--- src/shared/param_regs_defines.vh ---
`ifndef PARAM_REGS_DEFINES_VH
`define PARAM_REGS_DEFINES_VH

// Register tags
`define TAG_SP_LIMIT_LO   8'h07
`define TAG_SP_LIMIT_HI   8'h08
`define TAG_LOCAL_SP_ONE  8'h27
`define TAG_LOCAL_SP_TWO  8'h35
`define TAG_PV_SP_OUT     8'h7a
`define TAG_INPUT_ONE     8'h7b
`define TAG_INPUT_TWO     8'h7c
`define TAG_HOST_SP       8'h7d
`define TAG_SW_KIND       8'h9d
`define TAG_SW_REV        8'ha7
`define TAG_SP_COUNT      8'had
`define TAG_OPTIONS       8'hb9
`define TAG_PROG_SEG      8'hfb
`define TAG_PROG_MIN      8'hfc
`define TAG_PROG_HRS      8'hfd
`define TAG_CYC_LEFT      8'hfe
`define TAG_CYC_INDEX     8'hff

// Non-volatile ranges
`define ANALOG_NV_FIRST   8'h01
`define ANALOG_NV_LAST    8'h74
`define DIGITAL_NV_FIRST  8'h80
`define DIGITAL_NV_LAST   8'hfa

// Function codes
`define FC_COILS          8'h01
`define FC_INPUTS         8'h02
`define FC_HOLDING        8'h03
`define FC_INPUT_REGS     8'h04
`define FC_WRITE_ONE      8'h06
`define FC_WRITE_MANY     8'h10
`define FC_REPORT_ID      8'h11
`define FC_READ_CFG       8'h14
`define FC_WRITE_CFG      8'h15

// Reset values and revision limit
`define RST_LIMIT_LO      32'h00000000
`define RST_LIMIT_HI      32'h447a0000
`define RST_SP            32'h00000000
`define SW_REV_MAX        8'hfe

// Communication modes
`define MODE_MONITOR      2'h0
`define MODE_SLAVE        2'h1
`define MODE_EMERGENCY    2'h2
`define MODE_SHED         2'h3

// Request handler states
`define ST_IDLE           2'h0
`define ST_NV_RESP        2'h1
`define ST_NV_BUSY        2'h2

// Timing
`define CLK_PERIOD_NS     8
`define TICK_TIME_MS      1
`define NS_PER_MS         1000000
`define MS_PER_SECOND     10'h3e8

`endif

--- src/rtl/param_regs.v ---
`timescale 1ns/1ns
`include "param_regs_defines.vh"

// Function
// - Writes to input one, input two and control data tags get an error answer.
// - Analog writes 0001-0074 wait for the non-volatile cycle before answering.
// - Host setpoint override is never stored and only honoured in slave mode.
// - Digital writes 0080-00FA start the non-volatile commit on receipt.
// - Infrared accepts codes 20, 21; wired ports accept 1,2,3,4,6,16,17,20,21.
// - With shed timer enabled, a write or override outside emergency manual enters slave mode, locking keypad.
// - In slave mode, shed timer expiry enters the configured shed state.
// - Manual/auto key in slave mode enters emergency manual, operator owns output.
// - Shed timer disabled means monitor mode.
// - Option flags read as 0 to 255, one bit per option.
// - Local setpoint count accepts 00 or 01 only.
// - Local setpoints are read/write floats clamped to the setpoint limits.
// - Software kind and revision are read-only; revision always below 255.
// - Setpoint program status registers are read-only.
// - Floats are 32-bit words; integers sit in the low 16 bits.
module param_regs #(
  parameter MS_CYCLES = `NS_PER_MS * `TICK_TIME_MS / `CLK_PERIOD_NS, // Cycles per ms tick
  parameter SW_KIND   = 16'h0001,                                  // Arbitrary identity
  parameter SW_REV    = 8'h01                                      // Arbitrary revision
) (
  input  wire        CLOCK,           // 125 MHz clock
  input  wire        RST,             // Synchronous reset, high
  input  wire        REQ_VALID,       // Decoded request present
  input  wire        REQ_IR,          // Request came from infrared port
  input  wire [7:0]  REQ_FUNC,        // Function code
  input  wire [7:0]  REQ_TAG,         // Register tag
  input  wire [31:0] REQ_WDATA,       // Write data
  output reg         REQ_READY,       // Request may be taken
  output reg         RSP_VALID,       // Answer pulse
  output reg         RSP_ERROR,       // Answer is an exception
  output reg  [31:0] RSP_DATA,        // Read data
  output reg         NV_REQ,          // Non-volatile write pulse
  output reg  [7:0]  NV_TAG,          // Tag being committed
  output reg  [31:0] NV_DATA,         // Value being committed
  input  wire        NV_DONE,         // Non-volatile write finished
  input  wire [31:0] PROCESS_VALUE,   // Control data word
  input  wire [31:0] INPUT_ONE,       // Input one value
  input  wire [31:0] INPUT_TWO,       // Input two value
  input  wire [7:0]  OPTION_FLAGS,    // Installed options
  input  wire [15:0] PROG_SEGMENT,    // Program segment 1..12
  input  wire [15:0] PROG_MINUTES,    // Minutes left 0..59
  input  wire [15:0] PROG_HOURS,      // Hours left 0..99
  input  wire [15:0] PROG_CYC_LEFT,   // Cycles left 0..100
  input  wire [15:0] PROG_CYC_INDEX,  // Current cycle 0..100
  input  wire        SHED_ENABLE,     // Shed timer enabled
  input  wire [7:0]  SHED_SECONDS,    // Shed time, 0 holds forever
  input  wire [1:0]  SHED_MODE_CFG,   // Configured shed mode and output
  input  wire        SHED_RECALL_CFG, // Configured shed setpoint recall
  input  wire        MANUAL_AUTO_KEY, // Manual/auto key pin
  input  wire        SP_TWO_SELECT,   // Operator picks second setpoint
  output reg  [1:0]  COMM_MODE,       // Communication mode
  output reg         KEYPAD_LOCK,     // Keypad locked
  output reg         SHED_ACTIVE,     // Shed state entered
  output reg  [1:0]  SHED_MODE_OUT,   // Shed mode latched at entry
  output reg         SHED_RECALL_OUT, // Shed recall latched at entry
  output reg         OVERRIDE_ACTIVE, // Host setpoint in use
  output reg  [31:0] ACTIVE_SETPOINT  // Setpoint the loop uses
);

  // Signed float compare, a below b; zero of either sign counts equal
  function flt;
    input [31:0] a;
    input [31:0] b;
    begin
      if (a[31] != b[31])
        flt = a[31] & ~((a[30:0] == 31'h0) & (b[30:0] == 31'h0));
      else if (!a[31])
        flt = a[30:0] < b[30:0];
      else
        flt = a[30:0] > b[30:0];
    end
  endfunction

  // Function codes allowed per port
  function func_ok;
    input       ir;
    input [7:0] f;
    begin
      if (ir)
        func_ok = (f == `FC_READ_CFG) | (f == `FC_WRITE_CFG);
      else
        func_ok = (f == `FC_COILS) | (f == `FC_INPUTS) | (f == `FC_HOLDING) |
                  (f == `FC_INPUT_REGS) | (f == `FC_WRITE_ONE) | (f == `FC_WRITE_MANY) |
                  (f == `FC_REPORT_ID) | (f == `FC_READ_CFG) | (f == `FC_WRITE_CFG);
    end
  endfunction

  reg  [1:0]  st_q;
  reg  [31:0] limit_lo_q;
  reg  [31:0] limit_hi_q;
  reg  [31:0] sp_one_q;
  reg  [31:0] sp_two_q;
  reg  [31:0] host_sp_q;
  reg         sp_count_q;
  reg         override_q;
  reg  [1:0]  mode_q;
  reg  [1:0]  mode_d;
  reg  [16:0] ms_cnt_q;
  reg  [9:0]  ms_in_s_q;
  reg  [7:0]  sec_q;
  reg  [2:0]  key_sync_q;
  reg  [1:0]  sel_sync_q;
  reg  [31:0] rd_data;
  reg         mapped;
  reg         read_only;
  reg  [31:0] clamped;
  wire        is_wr;
  wire        bad_count;
  wire        req_err;
  wire        taken;
  wire        accepted;
  wire        wr_event;
  wire        key_press;
  wire        expired;
  wire        analog_nv;
  wire        digital_nv;
  wire [7:0]  rev_safe;

  assign is_wr     = (REQ_FUNC == `FC_WRITE_ONE) | (REQ_FUNC == `FC_WRITE_MANY) |
                     (REQ_FUNC == `FC_WRITE_CFG);
  assign bad_count = (REQ_TAG == `TAG_SP_COUNT) & (REQ_WDATA[15:1] != 15'h0);
  assign req_err   = ~func_ok(REQ_IR, REQ_FUNC) | ~mapped |
                     (is_wr & read_only) | (is_wr & bad_count);
  // Take only while ready stands, so the first cycle after reset takes no request and gives no answer
  assign taken     = REQ_VALID & REQ_READY & (st_q == `ST_IDLE);
  assign accepted  = taken & ~req_err;
  assign wr_event  = accepted & is_wr;
  assign analog_nv = (REQ_TAG >= `ANALOG_NV_FIRST) & (REQ_TAG <= `ANALOG_NV_LAST);
  assign digital_nv = (REQ_TAG >= `DIGITAL_NV_FIRST) & (REQ_TAG <= `DIGITAL_NV_LAST);
  assign rev_safe  = (SW_REV > `SW_REV_MAX) ? `SW_REV_MAX : SW_REV;

  // Read mux and tag classes; integers zero-extend into the word
  always @* begin
    rd_data   = 32'h0;
    mapped    = 1'b1;
    read_only = 1'b1;
    case (REQ_TAG)
      `TAG_SP_LIMIT_LO:  begin rd_data = limit_lo_q; read_only = 1'b0; end
      `TAG_SP_LIMIT_HI:  begin rd_data = limit_hi_q; read_only = 1'b0; end
      `TAG_LOCAL_SP_ONE: begin rd_data = sp_one_q; read_only = 1'b0; end
      `TAG_LOCAL_SP_TWO: begin rd_data = sp_two_q; read_only = 1'b0; end
      `TAG_HOST_SP:      begin rd_data = host_sp_q; read_only = 1'b0; end
      `TAG_SP_COUNT:     begin rd_data = {31'h0, sp_count_q}; read_only = 1'b0; end
      `TAG_PV_SP_OUT:    rd_data = PROCESS_VALUE;
      `TAG_INPUT_ONE:    rd_data = INPUT_ONE;
      `TAG_INPUT_TWO:    rd_data = INPUT_TWO;
      `TAG_SW_KIND:      rd_data = {16'h0, SW_KIND};
      `TAG_SW_REV:       rd_data = {24'h0, rev_safe};
      `TAG_OPTIONS:      rd_data = {24'h0, OPTION_FLAGS};
      `TAG_PROG_SEG:     rd_data = {16'h0, PROG_SEGMENT};
      `TAG_PROG_MIN:     rd_data = {16'h0, PROG_MINUTES};
      `TAG_PROG_HRS:     rd_data = {16'h0, PROG_HOURS};
      `TAG_CYC_LEFT:     rd_data = {16'h0, PROG_CYC_LEFT};
      `TAG_CYC_INDEX:    rd_data = {16'h0, PROG_CYC_INDEX};
      default: begin
        mapped    = 1'b0;
        read_only = 1'b0;
      end
    endcase
  end

  // Clamp a setpoint write into the limits rather than refusing it
  always @* begin
    if (flt(REQ_WDATA, limit_lo_q))
      clamped = limit_lo_q;
    else if (flt(limit_hi_q, REQ_WDATA))
      clamped = limit_hi_q;
    else
      clamped = REQ_WDATA;
  end

  // Request handler; one request at a time, held off while memory is busy
  always @(posedge CLOCK) begin
    if (RST) begin
      st_q       <= `ST_IDLE;
      REQ_READY  <= 1'b0;
      RSP_VALID  <= 1'b0;
      RSP_ERROR  <= 1'b0;
      RSP_DATA   <= 32'h0;
      NV_REQ     <= 1'b0;
      NV_TAG     <= 8'h0;
      NV_DATA    <= 32'h0;
      limit_lo_q <= `RST_LIMIT_LO;
      limit_hi_q <= `RST_LIMIT_HI;
      sp_one_q   <= `RST_SP;
      sp_two_q   <= `RST_SP;
      host_sp_q  <= `RST_SP;
      sp_count_q <= 1'b0;
    end else begin
      RSP_VALID <= 1'b0;
      NV_REQ    <= 1'b0;
      case (st_q)
        `ST_IDLE: begin
          REQ_READY <= 1'b1;
          if (taken) begin
            RSP_DATA  <= wr_event ? REQ_WDATA : rd_data;
            RSP_ERROR <= req_err;
            NV_TAG    <= REQ_TAG;
            if (!wr_event) begin
              RSP_VALID <= 1'b1;
            end else begin
              case (REQ_TAG)
                `TAG_SP_LIMIT_LO:  limit_lo_q <= REQ_WDATA;
                `TAG_SP_LIMIT_HI:  limit_hi_q <= REQ_WDATA;
                `TAG_LOCAL_SP_ONE: sp_one_q <= clamped;
                `TAG_LOCAL_SP_TWO: sp_two_q <= clamped;
                `TAG_HOST_SP:      host_sp_q <= REQ_WDATA;
                `TAG_SP_COUNT:     sp_count_q <= REQ_WDATA[0];
                default:           host_sp_q <= host_sp_q;
              endcase
              if ((REQ_TAG == `TAG_LOCAL_SP_ONE) || (REQ_TAG == `TAG_LOCAL_SP_TWO))
                NV_DATA <= clamped;
              else
                NV_DATA <= REQ_WDATA;
              if (analog_nv) begin
                NV_REQ    <= 1'b1;
                REQ_READY <= 1'b0;
                st_q      <= `ST_NV_RESP;
              end else if (digital_nv) begin
                NV_REQ    <= 1'b1;
                RSP_VALID <= 1'b1;
                REQ_READY <= 1'b0;
                st_q      <= `ST_NV_BUSY;
              end else begin
                RSP_VALID <= 1'b1;
              end
            end
          end
        end
        `ST_NV_RESP: begin
          // Answer only once the memory cycle is over
          if (NV_DONE) begin
            RSP_VALID <= 1'b1;
            REQ_READY <= 1'b1;
            st_q      <= `ST_IDLE;
          end
        end
        `ST_NV_BUSY: begin
          if (NV_DONE) begin
            REQ_READY <= 1'b1;
            st_q      <= `ST_IDLE;
          end
        end
        default: begin
          REQ_READY <= 1'b0;
          st_q      <= `ST_IDLE;
        end
      endcase
    end
  end

  // Key and select pins come from outside the clock domain
  always @(posedge CLOCK) begin
    if (RST) begin
      key_sync_q <= 3'h0;
      sel_sync_q <= 2'h0;
    end else begin
      key_sync_q <= {key_sync_q[1:0], MANUAL_AUTO_KEY};
      sel_sync_q <= {sel_sync_q[0], SP_TWO_SELECT};
    end
  end
  assign key_press = key_sync_q[1] & ~key_sync_q[2];

  // Shed timer: ms tick divider, then seconds since last accepted traffic
  always @(posedge CLOCK) begin
    if (RST || accepted || (mode_q != `MODE_SLAVE)) begin
      ms_cnt_q  <= 17'h0;
      ms_in_s_q <= 10'h0;
      sec_q     <= 8'h0;
    end else if (ms_cnt_q == MS_CYCLES[16:0] - 17'h1) begin
      ms_cnt_q <= 17'h0;
      if (ms_in_s_q == `MS_PER_SECOND - 10'h1) begin
        ms_in_s_q <= 10'h0;
        if (!expired)
          sec_q <= sec_q + 8'h1;
      end else begin
        ms_in_s_q <= ms_in_s_q + 10'h1;
      end
    end else begin
      ms_cnt_q <= ms_cnt_q + 17'h1;
    end
  end
  // A zero shed time keeps the override alive indefinitely
  assign expired = (SHED_SECONDS != 8'h0) & (sec_q >= SHED_SECONDS);

  // Next communication mode
  always @* begin
    mode_d = mode_q;
    if (!SHED_ENABLE)
      mode_d = `MODE_MONITOR;
    else begin
      case (mode_q)
        `MODE_MONITOR:   if (wr_event) mode_d = `MODE_SLAVE;
        `MODE_SLAVE: begin
          if (key_press)
            mode_d = `MODE_EMERGENCY;
          else if (expired)
            mode_d = `MODE_SHED;
        end
        `MODE_EMERGENCY: if (key_press) mode_d = `MODE_SLAVE;
        `MODE_SHED:      if (wr_event) mode_d = `MODE_SLAVE;
        default:         mode_d = `MODE_MONITOR;
      endcase
    end
  end

  // Mode outputs; override set by a host write beats a clear in that cycle
  always @(posedge CLOCK) begin
    if (RST) begin
      mode_q          <= `MODE_MONITOR;
      COMM_MODE       <= `MODE_MONITOR;
      KEYPAD_LOCK     <= 1'b0;
      SHED_ACTIVE     <= 1'b0;
      SHED_MODE_OUT   <= 2'h0;
      SHED_RECALL_OUT <= 1'b0;
      override_q      <= 1'b0;
      OVERRIDE_ACTIVE <= 1'b0;
      ACTIVE_SETPOINT <= `RST_SP;
    end else begin
      mode_q      <= mode_d;
      COMM_MODE   <= mode_d;
      KEYPAD_LOCK <= (mode_d == `MODE_SLAVE);
      SHED_ACTIVE <= (mode_d == `MODE_SHED);
      if ((mode_d == `MODE_SHED) && (mode_q != `MODE_SHED)) begin
        SHED_MODE_OUT   <= SHED_MODE_CFG;
        SHED_RECALL_OUT <= SHED_RECALL_CFG;
      end
      if (wr_event && (REQ_TAG == `TAG_HOST_SP))
        override_q <= 1'b1;
      else if ((mode_d == `MODE_MONITOR) || (mode_d == `MODE_SHED))
        override_q <= 1'b0;
      OVERRIDE_ACTIVE <= override_q & (mode_q == `MODE_SLAVE);
      if (override_q && (mode_q == `MODE_SLAVE))
        ACTIVE_SETPOINT <= host_sp_q;
      else if (sp_count_q && sel_sync_q[1])
        ACTIVE_SETPOINT <= sp_two_q;
      else
        ACTIVE_SETPOINT <= sp_one_q;
    end
  end

endmodule // param_regs

--- config.mk ---
export PLATFORM = sky130hd
export DESIGN_NAME = param_regs
export DESIGN_NICKNAME = d
export VERILOG_FILES = /design/src/rtl/param_regs.v
export VERILOG_INCLUDE_DIRS = /design/src /design/src/shared
export SDC_FILE = /design/constraint.sdc
export NUM_CORES = 1
export LEC_CHECK = 0
export ABC_AREA = 1
export BUFFER_PORTS_ARGS = -buffer_cell sky130_fd_sc_hd__buf_2
export CAP_MARGIN = 10
export CORE_UTILIZATION = 30
export DETAILED_ROUTE_END_ITERATION = 10
export GPL_TIMING_DRIVEN = 0
export PLACE_DENSITY = 0.54
export SETUP_SLACK_MARGIN = 0.5
export SLEW_MARGIN = 5
export SYNTH_ARGS = -nofsm -noshare
export SYNTH_HDL_FRONTEND = slang
export SYNTH_SLANG_ARGS = --single-unit
--- constraint.sdc ---
create_clock -name CLOCK -period 3.2 [get_ports CLOCK]
set_clock_uncertainty 0.15 [all_clocks]
set_input_delay 0.16 -clock CLOCK [delete_from_list [all_inputs] [get_ports CLOCK]]
set_output_delay 0.16 -clock CLOCK [all_outputs]
set_load 0.1 [all_outputs]
==> impl_metrics.py <==
metrics = {
    "synthesis": {
        "synth_top_cell_area_share_pct": 33.84,
        "synth_fp_nets": 3327,
        "avgSynthCellArea_um2": 6.322,
        "yosys_warnings": 0,
        "netlist_instances": 2994,
        "synth_area_leaders": "dfxtp_1, nand2_1, inv_1",
        "synth_seq_area_share_pct": 33.84,
        "synth-main-ff-cell": "dfxtp_1",
        "async_flop_share_pct": 0,
        "synth_edf_count": 0,
        "yosysTopAreaCell": "dfxtp_1",
        "syn-cell-area_um2": 18930,
        "ys_types": 46,
        "synth_seq_cells": 320,
    },
    "sta": {
        "setup_violations": 0,
        "setup_slack_ns": 0.4289,
        "fmax_mhz": 360.9,
        "grt_setup_unrepaired": "true",
        "min_period_over_period_pct": 86.60,
        "finalCriticalPeriod_ns": 2.771,
        "tightest_slew_ns": 1.074,
        "holdWs_ns": 0.01748,
        "slew_violations": 0,
        "hold_violations": 0,
        "tns_ns": 0,
        "slew_headroom_pct": 28.40,
    },
    "detailed_routing": {
        "wirelength_um": 95030,
        "num_vias": 22550,
        "drt-pass1-iter-count": 6,
        "ant_nets": 0,
        "routedWlPerCell_um": 21.56,
        "drtIter0Drc": 2401,
        "drc": 0,
        "via_per_inst": 5.118,
    },
    "worst_setup_path": {
        "start_kind": "flop",
        "reg2reg_setup_slack_ns": 0.43,
        "cp_max_fo": 5,
        "required_ns": 3.56,
        "ff2ff_path_depth": 18,
        "r2r-end": "NV_DATA[9]",
        "worstReg2RegStart": "limit_lo_q[30]",
        "cp_data_arrival_time_ns": 3.14,
        "crit_type": "flop to flop",
        "cp-end-kind": "flop",
    },
    "grt": {
        "antenna_found_initial": 6,
        "overflow": 0,
        "grt_util_all_layers_pct": 28.60,
        "grt_pass1_vias": 20720,
        "grt_max_degree": 13,
        "grt_pass1_wl_um": 135200,
    },
    "power": {
        "pwr_density_cell_nw_per_um2": 388.1,
        "finalPower_mw": 9.947,
        "p_leak_nw": 12.22,
        "ir_drop_mv": 0.3877,
    },
    "clocking": {
        "cts.clk_slew.worst_paths_ns": 0.06,
        "cts.sinks": 320,
        "cts_tree": "built",
        "clk_latency_ns": 0.59,
        "clk_path_buf_depth": 3,
        "cts-root-buf": "clkbuf_16",
        "htreeDepth": 2,
        "numCtsBuffers": 41,
    },
    "place": {
        "place_inst": 4197,
        "placed_cell_area_um2": 21810,
        "routabilityCongestion": 1.003,
        "pre_cts_ws_ns": -0.8899,
        "io_buffers": 366,
        "place_hpwl_um": 73390,
    },
    "finish": {
        "final_core_util_pct": 41.30,
        "final_common_cell": "nand2_1",
        "final_cell_mix": "nand2_1, inv_1, buf_2",
        "final_net_count": 3873,
        "fill_cells": 6705,
        "drive_gt1_share_pct": 21.31,
        "fin_area_um2": 25630,
        "stdcell_count": 4407,
        "syn_to_final_growth_pct": 35.39,
    },
    "floorplan": {
        "ios": 367,
        "dieArea_um2": 64110,
        "core_um2": 62050,
        "die_h_um": 253.2,
        "initial_utilization_pct": 30.51,
        "die_w_um": 253.2,
        "rows": 91,
    },
    "hold_path": {
        "min_to": "RSP_DATA[2]",
        "hold-path-cell-count": 7,
        "hp-start": "OPTION_FLAGS[2]",
        "hold_path_class": "input port to flop",
    },
    "flow_run": {
        "drv_cap": 0,
    },
    "outcome": {
        "status": "finished clean",
    },
}
-- flip-flops by register name, indices dropped and copies added, names as in the netlist, 17 cells and up --
register / flops
RSP_DATA: 32
sp_two_q: 32
limit_lo_q: 32
limit_hi_q: 32
ms_cnt_q: 17
host_sp_q: 32
ACTIVE_SETPOINT: 32
sp_one_q: 32
NV_DATA: 32
-- kinds of logic after synthesis --
group	synth area share (%)
AND/OR/NAND/NOR	29.95
buffers and inverters	12.49
AO/OA/AOI/OAI	17.46
flip-flops	33.84
adder cells (fa/ha/maj)	5.420
XOR/XNOR	0.7866
multiplexers	0.05288
-- per-layer routing --
metal,track usage [%],part of all wire (%)
met1,37.89,42
met2,45.57,45
met3,5.479,9.5
met4,11.10,3.9
met5,0,0
-- power by group --
part / leakage, nW / switching (mW) / total (mW) / internal [mW]
clock network: 0.632 / 1.98 / 4.60 / 2.62
registers: 2.59 / 0.0186 / 4.03 / 4.01
logic: 9.00 / 0.881 / 1.32 / 0.441
-- how the worst max path moves through the flow --
stage | startpoint | end | slack (ns) | cells past startpoint
floorplan | REQ_READY | SHED_MODE_OUT[0] | 0.53 | 17
global route | limit_lo_q[30] | NV_DATA[24] | 0.32 | 17
CTS | limit_lo_q[27] | NV_DATA[5] | 0.46 | 18
detailed placement | REQ_TAG[1] | SHED_MODE_OUT[0] | -0.89 | 23
global placement | REQ_TAG[1] | SHED_MODE_OUT[0] | -0.90 | 23
finish | limit_lo_q[30] | NV_DATA[9] | 0.43 | 18
-- final cells by class --
type	count	area, um2	area share (%)
Antenna cell	4	10.01	0.03906
Buffer	147	773.2	3.017
Clock buffer	60	1167	4.555
Clock inverter	9	121.4	0.4736
Inverter	472	1797	7.011
Multi-Input combinational cell	2055	11060	43.15
Sequential cell	320	6435	25.11
Tap cell	837	1047	4.086
Timing Repair Buffer	503	3218	12.56
-- Yosys cell counts (all sizes together) (8+ instances only) --
cell type,count
a21oi,259
buf,42
clkbuf,105
dfxtp,320
ha,82
inv,471
nand2,756
nand3,150
nand4,85
nor2,291
nor3,39
nor4,15
o2111ai,24
o211ai,19
o21a,8
o21ai,236
o22ai,47
xor2,14
-- what timing repair did --
item | 4_1_cts | 5_1_grt
endpoints found under the setup margin | 233 | 213
cloned | 3 | 1
gates resized for setup | 161 | 219
buffers inserted | 17 | 11
pin swaps | 39 | 80
endpoints found under the hold margin | 145 | 0
hold buffers | 105 | 0
-- critical path: stages (launching register included) --
cell and delay (ns):
dfxtp_4 0.35, inv_4 0.04, ha_4 0.27, nand2_4 0.05, nor2_4 0.10, nand4_1 0.17
buf_4 0.20, nor3_2 0.15, nor2_1 0.07, nand2_2 0.07, nand2_2 0.06, nor2_4 0.19
buf_12 0.14, buf_12 0.10, clkbuf_16 0.16, nand3_4 0.07, nand2_4 0.12, nand2_2 0.07
a21oi_2 0.16
Note: power is estimated with default switching activity, not from simulation.
